$ cat src/brd_pkg.sv
package brd_pkg;

  // Widths
  localparam int PC_W = 21;
  localparam int DATA_W = 8;
  localparam int INSTR_W = 16;
  localparam int BANK_W = 4;
  localparam int FADDR_W = 12;
  localparam int APB_AW = 8;
  localparam int APB_DW = 32;
  localparam int SHORT_OFS_W = 8;
  localparam int LONG_OFS_W = 11;
  localparam int BIT_SEL_W = 3;
  localparam int RETIRED_W = 16;

  // Opcode patterns
  localparam logic [7:0] OPC_CARRY_CLEAR = 8'he3;
  localparam logic [7:0] OPC_NEGATIVE_CLEAR = 8'he7;
  localparam logic [7:0] OPC_OVERFLOW_CLEAR = 8'he5;
  localparam logic [7:0] OPC_ZERO_CLEAR = 8'he1;
  localparam logic [4:0] OPC_REL_BRANCH = 5'h1a;
  localparam logic [3:0] OPC_FILE_BIT_SET = 4'h8;

  // Instruction field positions
  localparam int FLD_OPC8_LSB = 8;
  localparam int FLD_OPC5_LSB = 11;
  localparam int FLD_OPC4_LSB = 12;
  localparam int FLD_BIT_LSB = 9;
  localparam int FLD_ACCESS = 8;
  localparam int FLD_FILE_LSB = 0;

  // Program counter step per word
  localparam logic [PC_W-1:0] PC_STEP = 21'h000002;

  // Access bank layout
  localparam logic [7:0] ACCESS_SPLIT = 8'h80;
  localparam logic [BANK_W-1:0] ACCESS_LO_BANK = 4'h0;
  localparam logic [BANK_W-1:0] ACCESS_HI_BANK = 4'hf;

  // Register offsets
  localparam logic [APB_AW-1:0] OFS_CTRL = 8'h00;
  localparam logic [APB_AW-1:0] OFS_BANK = 8'h04;
  localparam logic [APB_AW-1:0] OFS_FLAGS = 8'h08;
  localparam logic [APB_AW-1:0] OFS_PC = 8'h0c;
  localparam logic [APB_AW-1:0] OFS_STATUS = 8'h10;
  localparam logic [APB_AW-1:0] OFS_RETIRED = 8'h14;

  // Field positions inside registers
  localparam int CTRL_RUN_BIT = 0;
  localparam int FLAG_C_BIT = 0;
  localparam int FLAG_Z_BIT = 1;
  localparam int FLAG_OV_BIT = 2;
  localparam int FLAG_N_BIT = 3;
  localparam int STAT_KIND_LSB = 0;
  localparam int STAT_TAKEN_BIT = 8;
  localparam int STAT_FLUSH_BIT = 9;
  localparam int STAT_PHASE_LSB = 12;

  // Reset values
  localparam logic CTRL_RUN_RST = 1'b0;
  localparam logic [BANK_W-1:0] BANK_RST = 4'h0;
  localparam logic [3:0] FLAGS_RST = 4'h0;
  localparam logic [PC_W-1:0] PC_RST = 21'h000000;
  localparam logic [INSTR_W-1:0] INSTR_RST = 16'h0000;

  typedef enum logic [3:0] {
    PH_Q1 = 4'b0001,
    PH_Q2 = 4'b0010,
    PH_Q3 = 4'b0100,
    PH_Q4 = 4'b1000
  } brd_phase_e;

  typedef enum logic [6:0] {
    K_NOP = 7'b0000001,
    K_CARRY_CLEAR = 7'b0000010,
    K_NEGATIVE_CLEAR = 7'b0000100,
    K_OVERFLOW_CLEAR = 7'b0001000,
    K_ZERO_CLEAR = 7'b0010000,
    K_REL_BRANCH = 7'b0100000,
    K_FILE_BIT_SET = 7'b1000000
  } brd_kind_e;

  typedef struct packed {
    logic n;
    logic ov;
    logic z;
    logic c;
  } brd_flags_s;

  typedef struct packed {
    logic rd;
    logic wr;
    logic [FADDR_W-1:0] addr;
    logic [DATA_W-1:0] wdata;
  } brd_dmem_req_s;

endpackage

$ cat src/brd_core.sv
`timescale 1ns/1ps
module brd_core (
  // Clock and reset
  input wire logic pclk,
  input wire logic presetn,
  // APB slave
  input wire logic psel,
  input wire logic penable,
  input wire logic pwrite,
  input wire logic [brd_pkg::APB_AW-1:0] paddr,
  input wire logic [brd_pkg::APB_DW-1:0] pwdata,
  output logic [brd_pkg::APB_DW-1:0] prdata,
  output logic pready,
  output logic pslverr,
  // Instruction fetch
  output logic [brd_pkg::PC_W-1:0] fetch_addr,
  output logic fetch_en,
  input wire logic [brd_pkg::INSTR_W-1:0] fetch_data,
  // Data memory
  output brd_pkg::brd_dmem_req_s dmem_req,
  input wire logic [brd_pkg::DATA_W-1:0] dmem_rdata,
  // Execution status
  output logic pc_write,
  output logic branch_taken
);
  import brd_pkg::*;

  brd_phase_e phase;
  logic cycle_end;

  // Software control state
  logic run_reg;
  logic run_next;
  logic [BANK_W-1:0] bank_reg;
  logic [BANK_W-1:0] bank_next;
  brd_flags_s flags_reg;
  brd_flags_s flags_next;

  // Execution state
  logic [PC_W-1:0] pc_reg;
  logic [PC_W-1:0] pc_next;
  logic [INSTR_W-1:0] instr_reg;
  logic [INSTR_W-1:0] instr_next;
  brd_kind_e kind_reg;
  brd_kind_e kind_next;
  logic [PC_W-1:0] ofs_reg;
  logic [PC_W-1:0] ofs_next;
  logic [PC_W-1:0] target_reg;
  logic [PC_W-1:0] target_next;
  logic taken_reg;
  logic taken_next;
  logic flush_reg;
  logic flush_next;
  logic [DATA_W-1:0] fdata_reg;
  logic [DATA_W-1:0] fdata_next;
  brd_dmem_req_s dmem_reg;
  brd_dmem_req_s dmem_next;
  logic pc_write_reg;
  logic pc_write_next;
  logic last_taken_reg;
  logic last_taken_next;
  brd_kind_e last_kind_reg;
  brd_kind_e last_kind_next;
  logic [RETIRED_W-1:0] retired_reg;
  logic [RETIRED_W-1:0] retired_next;

  // Decode helpers
  brd_kind_e kind_dec;
  logic [FADDR_W-1:0] file_addr;
  logic [DATA_W-1:0] bit_mask;
  logic cond_true;
  logic fetch_now;

  // APB decode
  logic apb_wr;
  logic apb_rd;
  logic addr_hit;

  brd_qphase u_qphase (
    .pclk(pclk),
    .presetn(presetn),
    .run(run_reg),
    .phase(phase),
    .cycle_end(cycle_end)
  );

  // Fetch is skipped in the cycle that follows a redirect
  assign fetch_now = (phase == PH_Q1) && run_reg && !flush_reg;

  // Opcode decode of the word on the fetch bus
  always_comb begin
    kind_dec = K_NOP;
    if (fetch_data[INSTR_W-1 -: 8] == OPC_CARRY_CLEAR) begin
      kind_dec = K_CARRY_CLEAR;
    end else if (fetch_data[INSTR_W-1 -: 8] == OPC_NEGATIVE_CLEAR) begin
      kind_dec = K_NEGATIVE_CLEAR;
    end else if (fetch_data[INSTR_W-1 -: 8] == OPC_OVERFLOW_CLEAR) begin
      kind_dec = K_OVERFLOW_CLEAR;
    end else if (fetch_data[INSTR_W-1 -: 8] == OPC_ZERO_CLEAR) begin
      kind_dec = K_ZERO_CLEAR;
    end else if (fetch_data[INSTR_W-1 -: 5] == OPC_REL_BRANCH) begin
      kind_dec = K_REL_BRANCH;
    end else if (fetch_data[INSTR_W-1 -: 4] == OPC_FILE_BIT_SET) begin
      kind_dec = K_FILE_BIT_SET;
    end
  end

  // Operand address from the word on the fetch bus, ready to latch at the end of Q1
  always_comb begin
    file_addr = file_addr_from(fetch_data);
  end

  assign bit_mask = DATA_W'(1) << instr_reg[FLD_BIT_LSB +: BIT_SEL_W];

  // Conditional branches test a clear flag; the relative branch is always taken
  always_comb begin
    unique case (kind_reg)
      K_CARRY_CLEAR: cond_true = !flags_reg.c;
      K_NEGATIVE_CLEAR: cond_true = !flags_reg.n;
      K_OVERFLOW_CLEAR: cond_true = !flags_reg.ov;
      K_ZERO_CLEAR: cond_true = !flags_reg.z;
      K_REL_BRANCH: cond_true = 1'b1;
      K_NOP, K_FILE_BIT_SET: cond_true = 1'b0;
      default: cond_true = 1'b0;
    endcase
  end

  // Phase sequenced execution
  always_comb begin
    pc_next = pc_reg;
    instr_next = instr_reg;
    kind_next = kind_reg;
    ofs_next = ofs_reg;
    target_next = target_reg;
    taken_next = taken_reg;
    flush_next = flush_reg;
    fdata_next = fdata_reg;
    dmem_next = dmem_reg;
    pc_write_next = 1'b0;
    last_taken_next = last_taken_reg;
    last_kind_next = last_kind_reg;
    retired_next = retired_reg;
    unique case (phase)
      PH_Q1: begin
        taken_next = 1'b0;
        if (fetch_now) begin
          instr_next = fetch_data;
          kind_next = kind_dec;
          pc_next = pc_reg + PC_STEP;
          if (kind_dec == K_FILE_BIT_SET) begin
            dmem_next.rd = 1'b1;
            dmem_next.addr = file_addr;
          end
        end else begin
          kind_next = K_NOP;
        end
      end
      PH_Q2: begin
        // Offset held pre-doubled so Q3 is one adder
        if (kind_reg == K_REL_BRANCH) begin
          ofs_next = PC_W'({{(PC_W-LONG_OFS_W-1){instr_reg[LONG_OFS_W-1]}},
                            instr_reg[LONG_OFS_W-1:0], 1'b0});
        end else begin
          ofs_next = PC_W'({{(PC_W-SHORT_OFS_W-1){instr_reg[SHORT_OFS_W-1]}},
                            instr_reg[SHORT_OFS_W-1:0], 1'b0});
        end
        if (kind_reg == K_FILE_BIT_SET) begin
          fdata_next = dmem_rdata;
          dmem_next.rd = 1'b0;
        end
      end
      PH_Q3: begin
        // Counter already points past this word
        target_next = pc_reg + ofs_reg;
        taken_next = cond_true;
        if (kind_reg == K_FILE_BIT_SET) begin
          dmem_next.wdata = fdata_reg | bit_mask;
          dmem_next.wr = 1'b1;
        end
      end
      PH_Q4: begin
        // Taken flag stands for Q4 only
        taken_next = 1'b0;
        if (taken_reg) begin
          pc_next = target_reg;
          pc_write_next = 1'b1;
        end
        // A taken branch costs one extra, idle cycle
        flush_next = taken_reg;
        dmem_next.wr = 1'b0;
        if (cycle_end && !flush_reg) begin
          last_taken_next = taken_reg;
          last_kind_next = kind_reg;
          retired_next = retired_reg + RETIRED_W'(1);
        end
      end
      default: begin
        taken_next = 1'b0;
      end
    endcase
    // Software may load the counter only while stopped
    if (apb_wr && paddr == OFS_PC && !run_reg && phase == PH_Q1) begin
      pc_next = {pwdata[PC_W-1:1], 1'b0};
      flush_next = 1'b0;
    end
  end

  // Same banking applied to a word not yet latched
  function automatic logic [FADDR_W-1:0] file_addr_from(input logic [INSTR_W-1:0] w);
    logic [FADDR_W-1:0] a;
    a = {bank_reg, w[FLD_FILE_LSB +: 8]};
    if (!w[FLD_ACCESS]) begin
      if (w[FLD_FILE_LSB +: 8] < ACCESS_SPLIT) begin
        a = {ACCESS_LO_BANK, w[FLD_FILE_LSB +: 8]};
      end else begin
        a = {ACCESS_HI_BANK, w[FLD_FILE_LSB +: 8]};
      end
    end
    return a;
  endfunction

  always_ff @(posedge pclk or negedge presetn) begin
    if (!presetn) begin
      pc_reg <= PC_RST;
      instr_reg <= INSTR_RST;
      kind_reg <= K_NOP;
      ofs_reg <= '0;
      target_reg <= '0;
      taken_reg <= 1'b0;
      flush_reg <= 1'b0;
      fdata_reg <= '0;
      dmem_reg <= '0;
      pc_write_reg <= 1'b0;
      last_taken_reg <= 1'b0;
      last_kind_reg <= K_NOP;
      retired_reg <= '0;
    end else begin
      pc_reg <= pc_next;
      instr_reg <= instr_next;
      kind_reg <= kind_next;
      ofs_reg <= ofs_next;
      target_reg <= target_next;
      taken_reg <= taken_next;
      flush_reg <= flush_next;
      fdata_reg <= fdata_next;
      dmem_reg <= dmem_next;
      pc_write_reg <= pc_write_next;
      last_taken_reg <= last_taken_next;
      last_kind_reg <= last_kind_next;
      retired_reg <= retired_next;
    end
  end

  // APB slave, zero wait states
  assign apb_wr = psel && penable && pwrite;
  assign apb_rd = psel && penable && !pwrite;
  assign pready = 1'b1;

  always_comb begin
    unique case (paddr)
      OFS_CTRL, OFS_BANK, OFS_FLAGS, OFS_PC, OFS_STATUS, OFS_RETIRED: addr_hit = 1'b1;
      default: addr_hit = 1'b0;
    endcase
  end

  assign pslverr = psel && penable && !addr_hit;

  // Flags are software state here; bit set never touches them
  always_comb begin
    run_next = run_reg;
    bank_next = bank_reg;
    flags_next = flags_reg;
    if (apb_wr) begin
      unique case (paddr)
        OFS_CTRL: run_next = pwdata[CTRL_RUN_BIT];
        OFS_BANK: bank_next = pwdata[BANK_W-1:0];
        OFS_FLAGS: begin
          flags_next.c = pwdata[FLAG_C_BIT];
          flags_next.z = pwdata[FLAG_Z_BIT];
          flags_next.ov = pwdata[FLAG_OV_BIT];
          flags_next.n = pwdata[FLAG_N_BIT];
        end
        default: begin
          run_next = run_reg;
        end
      endcase
    end
  end

  always_ff @(posedge pclk or negedge presetn) begin
    if (!presetn) begin
      run_reg <= CTRL_RUN_RST;
      bank_reg <= BANK_RST;
      flags_reg <= FLAGS_RST;
    end else begin
      run_reg <= run_next;
      bank_reg <= bank_next;
      flags_reg <= flags_next;
    end
  end

  // Read mux over flopped state
  always_comb begin
    prdata = '0;
    if (apb_rd) begin
      unique case (paddr)
        OFS_CTRL: prdata[CTRL_RUN_BIT] = run_reg;
        OFS_BANK: prdata[BANK_W-1:0] = bank_reg;
        OFS_FLAGS: begin
          prdata[FLAG_C_BIT] = flags_reg.c;
          prdata[FLAG_Z_BIT] = flags_reg.z;
          prdata[FLAG_OV_BIT] = flags_reg.ov;
          prdata[FLAG_N_BIT] = flags_reg.n;
        end
        OFS_PC: prdata[PC_W-1:0] = pc_reg;
        OFS_STATUS: begin
          prdata[STAT_KIND_LSB +: 7] = last_kind_reg;
          prdata[STAT_TAKEN_BIT] = last_taken_reg;
          prdata[STAT_FLUSH_BIT] = flush_reg;
          prdata[STAT_PHASE_LSB +: 4] = phase;
        end
        OFS_RETIRED: prdata[RETIRED_W-1:0] = retired_reg;
        default: prdata = '0;
      endcase
    end
  end

  assign fetch_addr = pc_reg;
  assign fetch_en = fetch_now;
  assign dmem_req = dmem_reg;
  assign pc_write = pc_write_reg;
  assign branch_taken = taken_reg;

endmodule // brd_core

$ cat src/brd_qphase.sv
`timescale 1ns/1ps
module brd_qphase (
  // Clock and reset
  input wire logic pclk,
  input wire logic presetn,
  // Control
  input wire logic run,
  // Phase
  output brd_pkg::brd_phase_e phase,
  output logic cycle_end
);
  import brd_pkg::*;

  brd_phase_e phase_reg;
  brd_phase_e phase_next;

  // Stopping only at Q1 keeps every instruction cycle whole
  always_comb begin
    unique case (phase_reg)
      PH_Q1: phase_next = run ? PH_Q2 : PH_Q1;
      PH_Q2: phase_next = PH_Q3;
      PH_Q3: phase_next = PH_Q4;
      PH_Q4: phase_next = PH_Q1;
      default: phase_next = PH_Q1;
    endcase
  end

  always_ff @(posedge pclk or negedge presetn) begin
    if (!presetn) begin
      phase_reg <= PH_Q1;
    end else begin
      phase_reg <= phase_next;
    end
  end

  assign phase = phase_reg;
  assign cycle_end = (phase_reg == PH_Q4);

endmodule // brd_qphase

$ cat config.mk
export PLATFORM = sky130hd
export DESIGN_NAME = brd_core
export DESIGN_NICKNAME = d
export VERILOG_FILES = /design/src/brd_pkg.sv /design/src/brd_core.sv /design/src/brd_qphase.sv
export SDC_FILE = /design/constraint.sdc
export NUM_CORES = 1
export LEC_CHECK = 0
export BUFFER_PORTS_ARGS = -buffer_cell sky130_fd_sc_hd__buf_2
export CORE_AREA = 2 2 122 124
export DETAILED_ROUTE_END_ITERATION = 6
export DIE_AREA = 0 0 124 126
export GPL_ROUTABILITY_DRIVEN = 0
export PLACE_DENSITY_LB_ADDON = 0.3
export SLEW_MARGIN = 25
export SYNTH_ARGS = -nofsm -noshare
export SYNTH_HDL_FRONTEND = slang
export SYNTH_HIERARCHICAL = 1
export SYNTH_SLANG_ARGS = --single-unit
$ cat constraint.sdc
create_clock -name pclk -period 3.2 [get_ports pclk]
set_input_delay 0.32 -clock pclk [delete_from_list [all_inputs] [get_ports pclk]]
set_output_delay 0.32 -clock pclk [all_outputs]
set_load 0.01 [all_outputs]
==> flow_summary.rst <==
.. list-table::
   :header-rows: 1

   * - Metric
     - Value
   * - Int Pwr
     - 3.14 mW
   * - Pin count of the biggest net entering global routing
     - 73
   * - Clock tree from TritonCTS
     - done
   * - Data required time of the critical path
     - 3.50 ns
   * - Number of buffers created by CTS
     - 17
   * - Signal arrival time at the worst endpoint
     - 2.97 ns
   * - Hold Crit Start
     - fetch_data[0]
   * - Number of slew-limit violations in the final report
     - 0
   * - Dpl hpwl
     - 14700 microns
   * - Setup CP Type
     - register to register
   * - Net switching power
     - 1.04 mW
   * - Wire length of the first global-routing pass
     - 33000 microns
   * - Via count of the first global-routing pass
     - 6511
   * - Detailed-routing iteration count for the pre-antenna-repair pass
     - 7
   * - Cell chain of the critical path
     - nor4b_2 -> buf_4 -> nand2_1 -> inv_1 -> nor2_2 -> a211oi_1 -> a221o_1
   * - Largest voltage drop on the vdd net
     - 0.451 mV
   * - Time the final worst path needs with I/O delays and setup
     - 2.66 ns
   * - Detail-routed via count per cell
     - 5.82
   * - Clock sinks
     - 142
   * - CTS Root Cell
     - clkbuf_16
   * - Post-route clock skew
     - 0.00688 ns
   * - Count of cell types in the netlist
     - 75
   * - Maximum count of clock buffers along a single path
     - 2
   * - Final setup TNS
     - 0 ns
   * - PostCTS Resize Cnt
     - 0
   * - Synth async-reset ratio
     - 100%
   * - # IOs
     - 149
   * - Final worst-path cycle share
     - 83.2%
   * - H-tree depth
     - 4
   * - Floorplan die height
     - 126 microns
   * - Sequential share of the synthesized area
     - 45.6%
   * - Worst path top cell family by delay
     - simple AND/OR/NAND/NOR gates
   * - Critical-path cell with the highest stage delay
     - nor2_2
   * - Result of the run
     - completed
   * - Maximum fanout along the worst path
     - 26
   * - DP Worst Slack
     - 0.614 ns
   * - Number of cells traversed by the worst hold path
     - 3
   * - Antenna viol nets, final
     - 0
   * - Post-synthesis sequential element count
     - 142
   * - Relative slew slack
     - 34.3%
   * - Initial standard-cell utilization of the core
     - 54.5%
   * - Yosys warning total
     - 6
   * - Die footprint
     - 15600 sq um
   * - Post-layout util
     - 64.5%
   * - Class of the tightest hold or removal check
     - primary input to register
   * - Worst reg2reg endpoint
     - fetch_addr[10]
   * - Critical Path Source Type
     - register
   * - Power density over cell area
     - 454 nW/um^2
   * - Share of final-layout standard cells stronger than drive strength 1
     - 24.4%
   * - Syn Inst Count
     - 837
   * - Total power
     - 4.19 mW
   * - Site row count
     - 44
   * - Via count
     - 6752
   * - Remaining design rule violation count
     - 0
   * - Tightest Pin Transition
     - 0.984 ns
   * - Part of the power in combinational logic
     - 9.7%
   * - Port Buf Inserts
     - 125
   * - Kind of capture point of the worst setup path
     - register
   * - Critical path buffers and inverters
     - 2
   * - Register clock-pin slew on the reported worst setup and hold paths
     - 0.06 ns
   * - Routed WL
     - 20100 microns
   * - Minimum setup slack in the final design
     - 0.538 ns
   * - Final setup vio count
     - 0
   * - Area of the mapped netlist
     - 7800 sq um
   * - Gr usage total
     - 27.1%
   * - Horizontal extent of the die
     - 124 microns
   * - Mean cell area of the mapped netlist
     - 9.32 sq um
   * - FF-to-FF path depth
     - 7
   * - Count of buffers added by post-CTS timing repair for setup
     - 0
   * - Number of antenna violations at the first check in global routing
     - 0
   * - Dominant synthesized flop cell
     - dfrtp_1
   * - Reg power frac
     - 44.1%
   * - Leakage Power
     - 4.35 nW
   * - Number of design-rule violations left by the first detailed-router iteration
     - 568
   * - Unrepaired setup endpoints after global routing
     - false
   * - Flip-flop count of the largest register after layout
     - 22
   * - Final hold violation count
     - 0
   * - Core Footprint
     - 14300 sq um
   * - Net count, final
     - 1057
   * - Worst reg-to-reg setup slack
     - 0.54 ns
   * - Achievable clock frequency
     - 376 MHz
   * - Number of logic stages on the critical path including buffering
     - 7
   * - Overflow left after global routing
     - 0
   * - Endpoint, Worst Hold
     - instr_reg[0]
   * - Worst skew pair latency
     - 0.42 ns
   * - Antenna diodes
     - 0
   * - WL per Instance
     - 17.3 microns
   * - Post-synth EDFFs
     - 0
   * - Delay of the slowest critical-path stage
     - 0.78 ns
   * - Max-Cap Viols
     - 0
   * - Switching share of power
     - 24.9%
   * - Portion of total power attributed to the clock network
     - 46.2%
   * - Worst flop-to-flop path startpoint
     - u_qphase/phase[0]
   * - P&R area growth vs syn
     - 18.3%
[power groups by stage]
stage	clock, mW	combinational [mW]	sequential (mW)
after floorplan	0	0.242	1.88
after global placement	0	0.396	1.88
after detailed placement	0	0.401	1.88
after CTS	1.95	0.406	1.85
after global routing	2.04	0.454	1.85
final	1.93	0.408	1.85
[worst max-delay path by stage]
stage	start	end	slack (ns)
detailed placement	u_qphase/phase[0]	fetch_addr[10]	0.61
global placement	u_qphase/phase[0]	fetch_addr[10]	0.66
global route	u_qphase/phase[0]	fetch_addr[10]	0.38
floorplan	fetch_addr[4]	target_reg[20]	0.91
finish	u_qphase/phase[0]	fetch_addr[10]	0.54
CTS	u_qphase/phase[0]	fetch_en	0.60
[through the flow]
| step | hold WS, ns | std cells | instance area, sq um |
|---|---|---|---|
| after floorplan | 0.0244 | 847 | 7840 |
| after global placement | 0.360 | 1130 | 8640 |
| after detailed placement | 0.367 | 1130 | 8640 |
| after CTS | 0.0949 | 1161 | 9230 |
| after global routing | 0.109 | 1161 | 9230 |
| final | 0.102 | 1161 | 9230 |
[tightest hold or removal path, cell delays in order]
cell and delay (ns):
buf_2 0.08, nand2_1 0.04, nand2_1 0.04
[layer usage]
metal | global-route usage [%] | part of all wire, % | vias up
met2 | 42.5 | 48 | 258
met5 | 0 | 0 | -
li1 | - | - | 3245
met3 | 6.66 | 6.8 | 24
met4 | 6.61 | 1.3 | 0
met1 | 38.0 | 44 | 3225
[final cells by class]
class	count	area [sq um]
flip-flops and latches	142	3560
clock inverters	12	139
fillers	1178	5090
clock buffers	18	439
well taps	184	230
repair buffers	151	830
inverters	14	57.6
multi-input cells	640	3980
[placed cells by master (no fill, tap or decap), types with 6 or more instances in the layout]
master	Yosys	routed
xnor2_1	30	30
nand2_1	154	154
a22oi_1	12	12
conb_1	2	12
and3_1	14	14
buf_4	12	25
ha_1	21	21
a222oi_1	11	11
nand3_1	19	19
a21o_1	6	6
a21oi_1	54	54
o22ai_1	10	10
nand4_1	8	8
buf_2	4	124
nor2_1	61	61
o21ai_0	51	51
a211oi_1	6	6
mux2_2	34	34
o21ai_1	10	10
nor2b_1	7	7
clkbuf_16	0	17
dfrtp_1	139	139
nor3_1	10	10
inv_1	12	12
a31oi_1	12	12
xor2_1	12	12
[cell usage after synthesis, types with 5 or more instances]
cell type / n / share of area (%)
nor2_1: 61 / 2.9
nand4_1: 8 / 0.64
o21ai_1: 10 / 0.64
o22ai_1: 10 / 0.80
nor3_1: 10 / 0.64
nor2b_1: 7 / 0.56
clkbuf_1: 32 / 1.5
o21a_1: 5 / 0.48
buf_4: 12 / 1.2
o211ai_1: 5 / 0.48
a211oi_1: 6 / 0.58
a31oi_1: 12 / 0.96
nand2_1: 154 / 7.4
xor2_1: 12 / 1.3
and3_1: 14 / 1.1
a21oi_1: 54 / 3.5
nand3_1: 19 / 1.2
mux2_2: 34 / 4.9
dfrtp_1: 139 / 45
xnor2_1: 30 / 3.4
a21o_1: 6 / 0.58
o31ai_1: 5 / 0.48
a41oi_1: 5 / 0.56
a22oi_1: 12 / 1.2
o21ai_0: 51 / 3.3
a222oi_1: 11 / 1.4
inv_1: 12 / 0.58
ha_1: 21 / 3.4
[kinds of logic after synthesis]
logic type	synth area share, %
XOR/XNOR	4.71
other	0.0963
AO/OA/AOI/OAI	17.5
multiplexers	5.29
AND/OR/NAND/NOR	19.2
flip-flops	45.6
buffers and inverters	4.03
adder cells (fa/ha/maj)	3.62
[repair_timing]
| action | in CTS | in global routing |
|---|---|---|
| setup endpoints to repair | 0 | 0 |
| hold buffers | 1 | 0 |
| hold endpoints to repair | 67 | 0 |
Note: power is estimated with default switching activity, not from simulation.
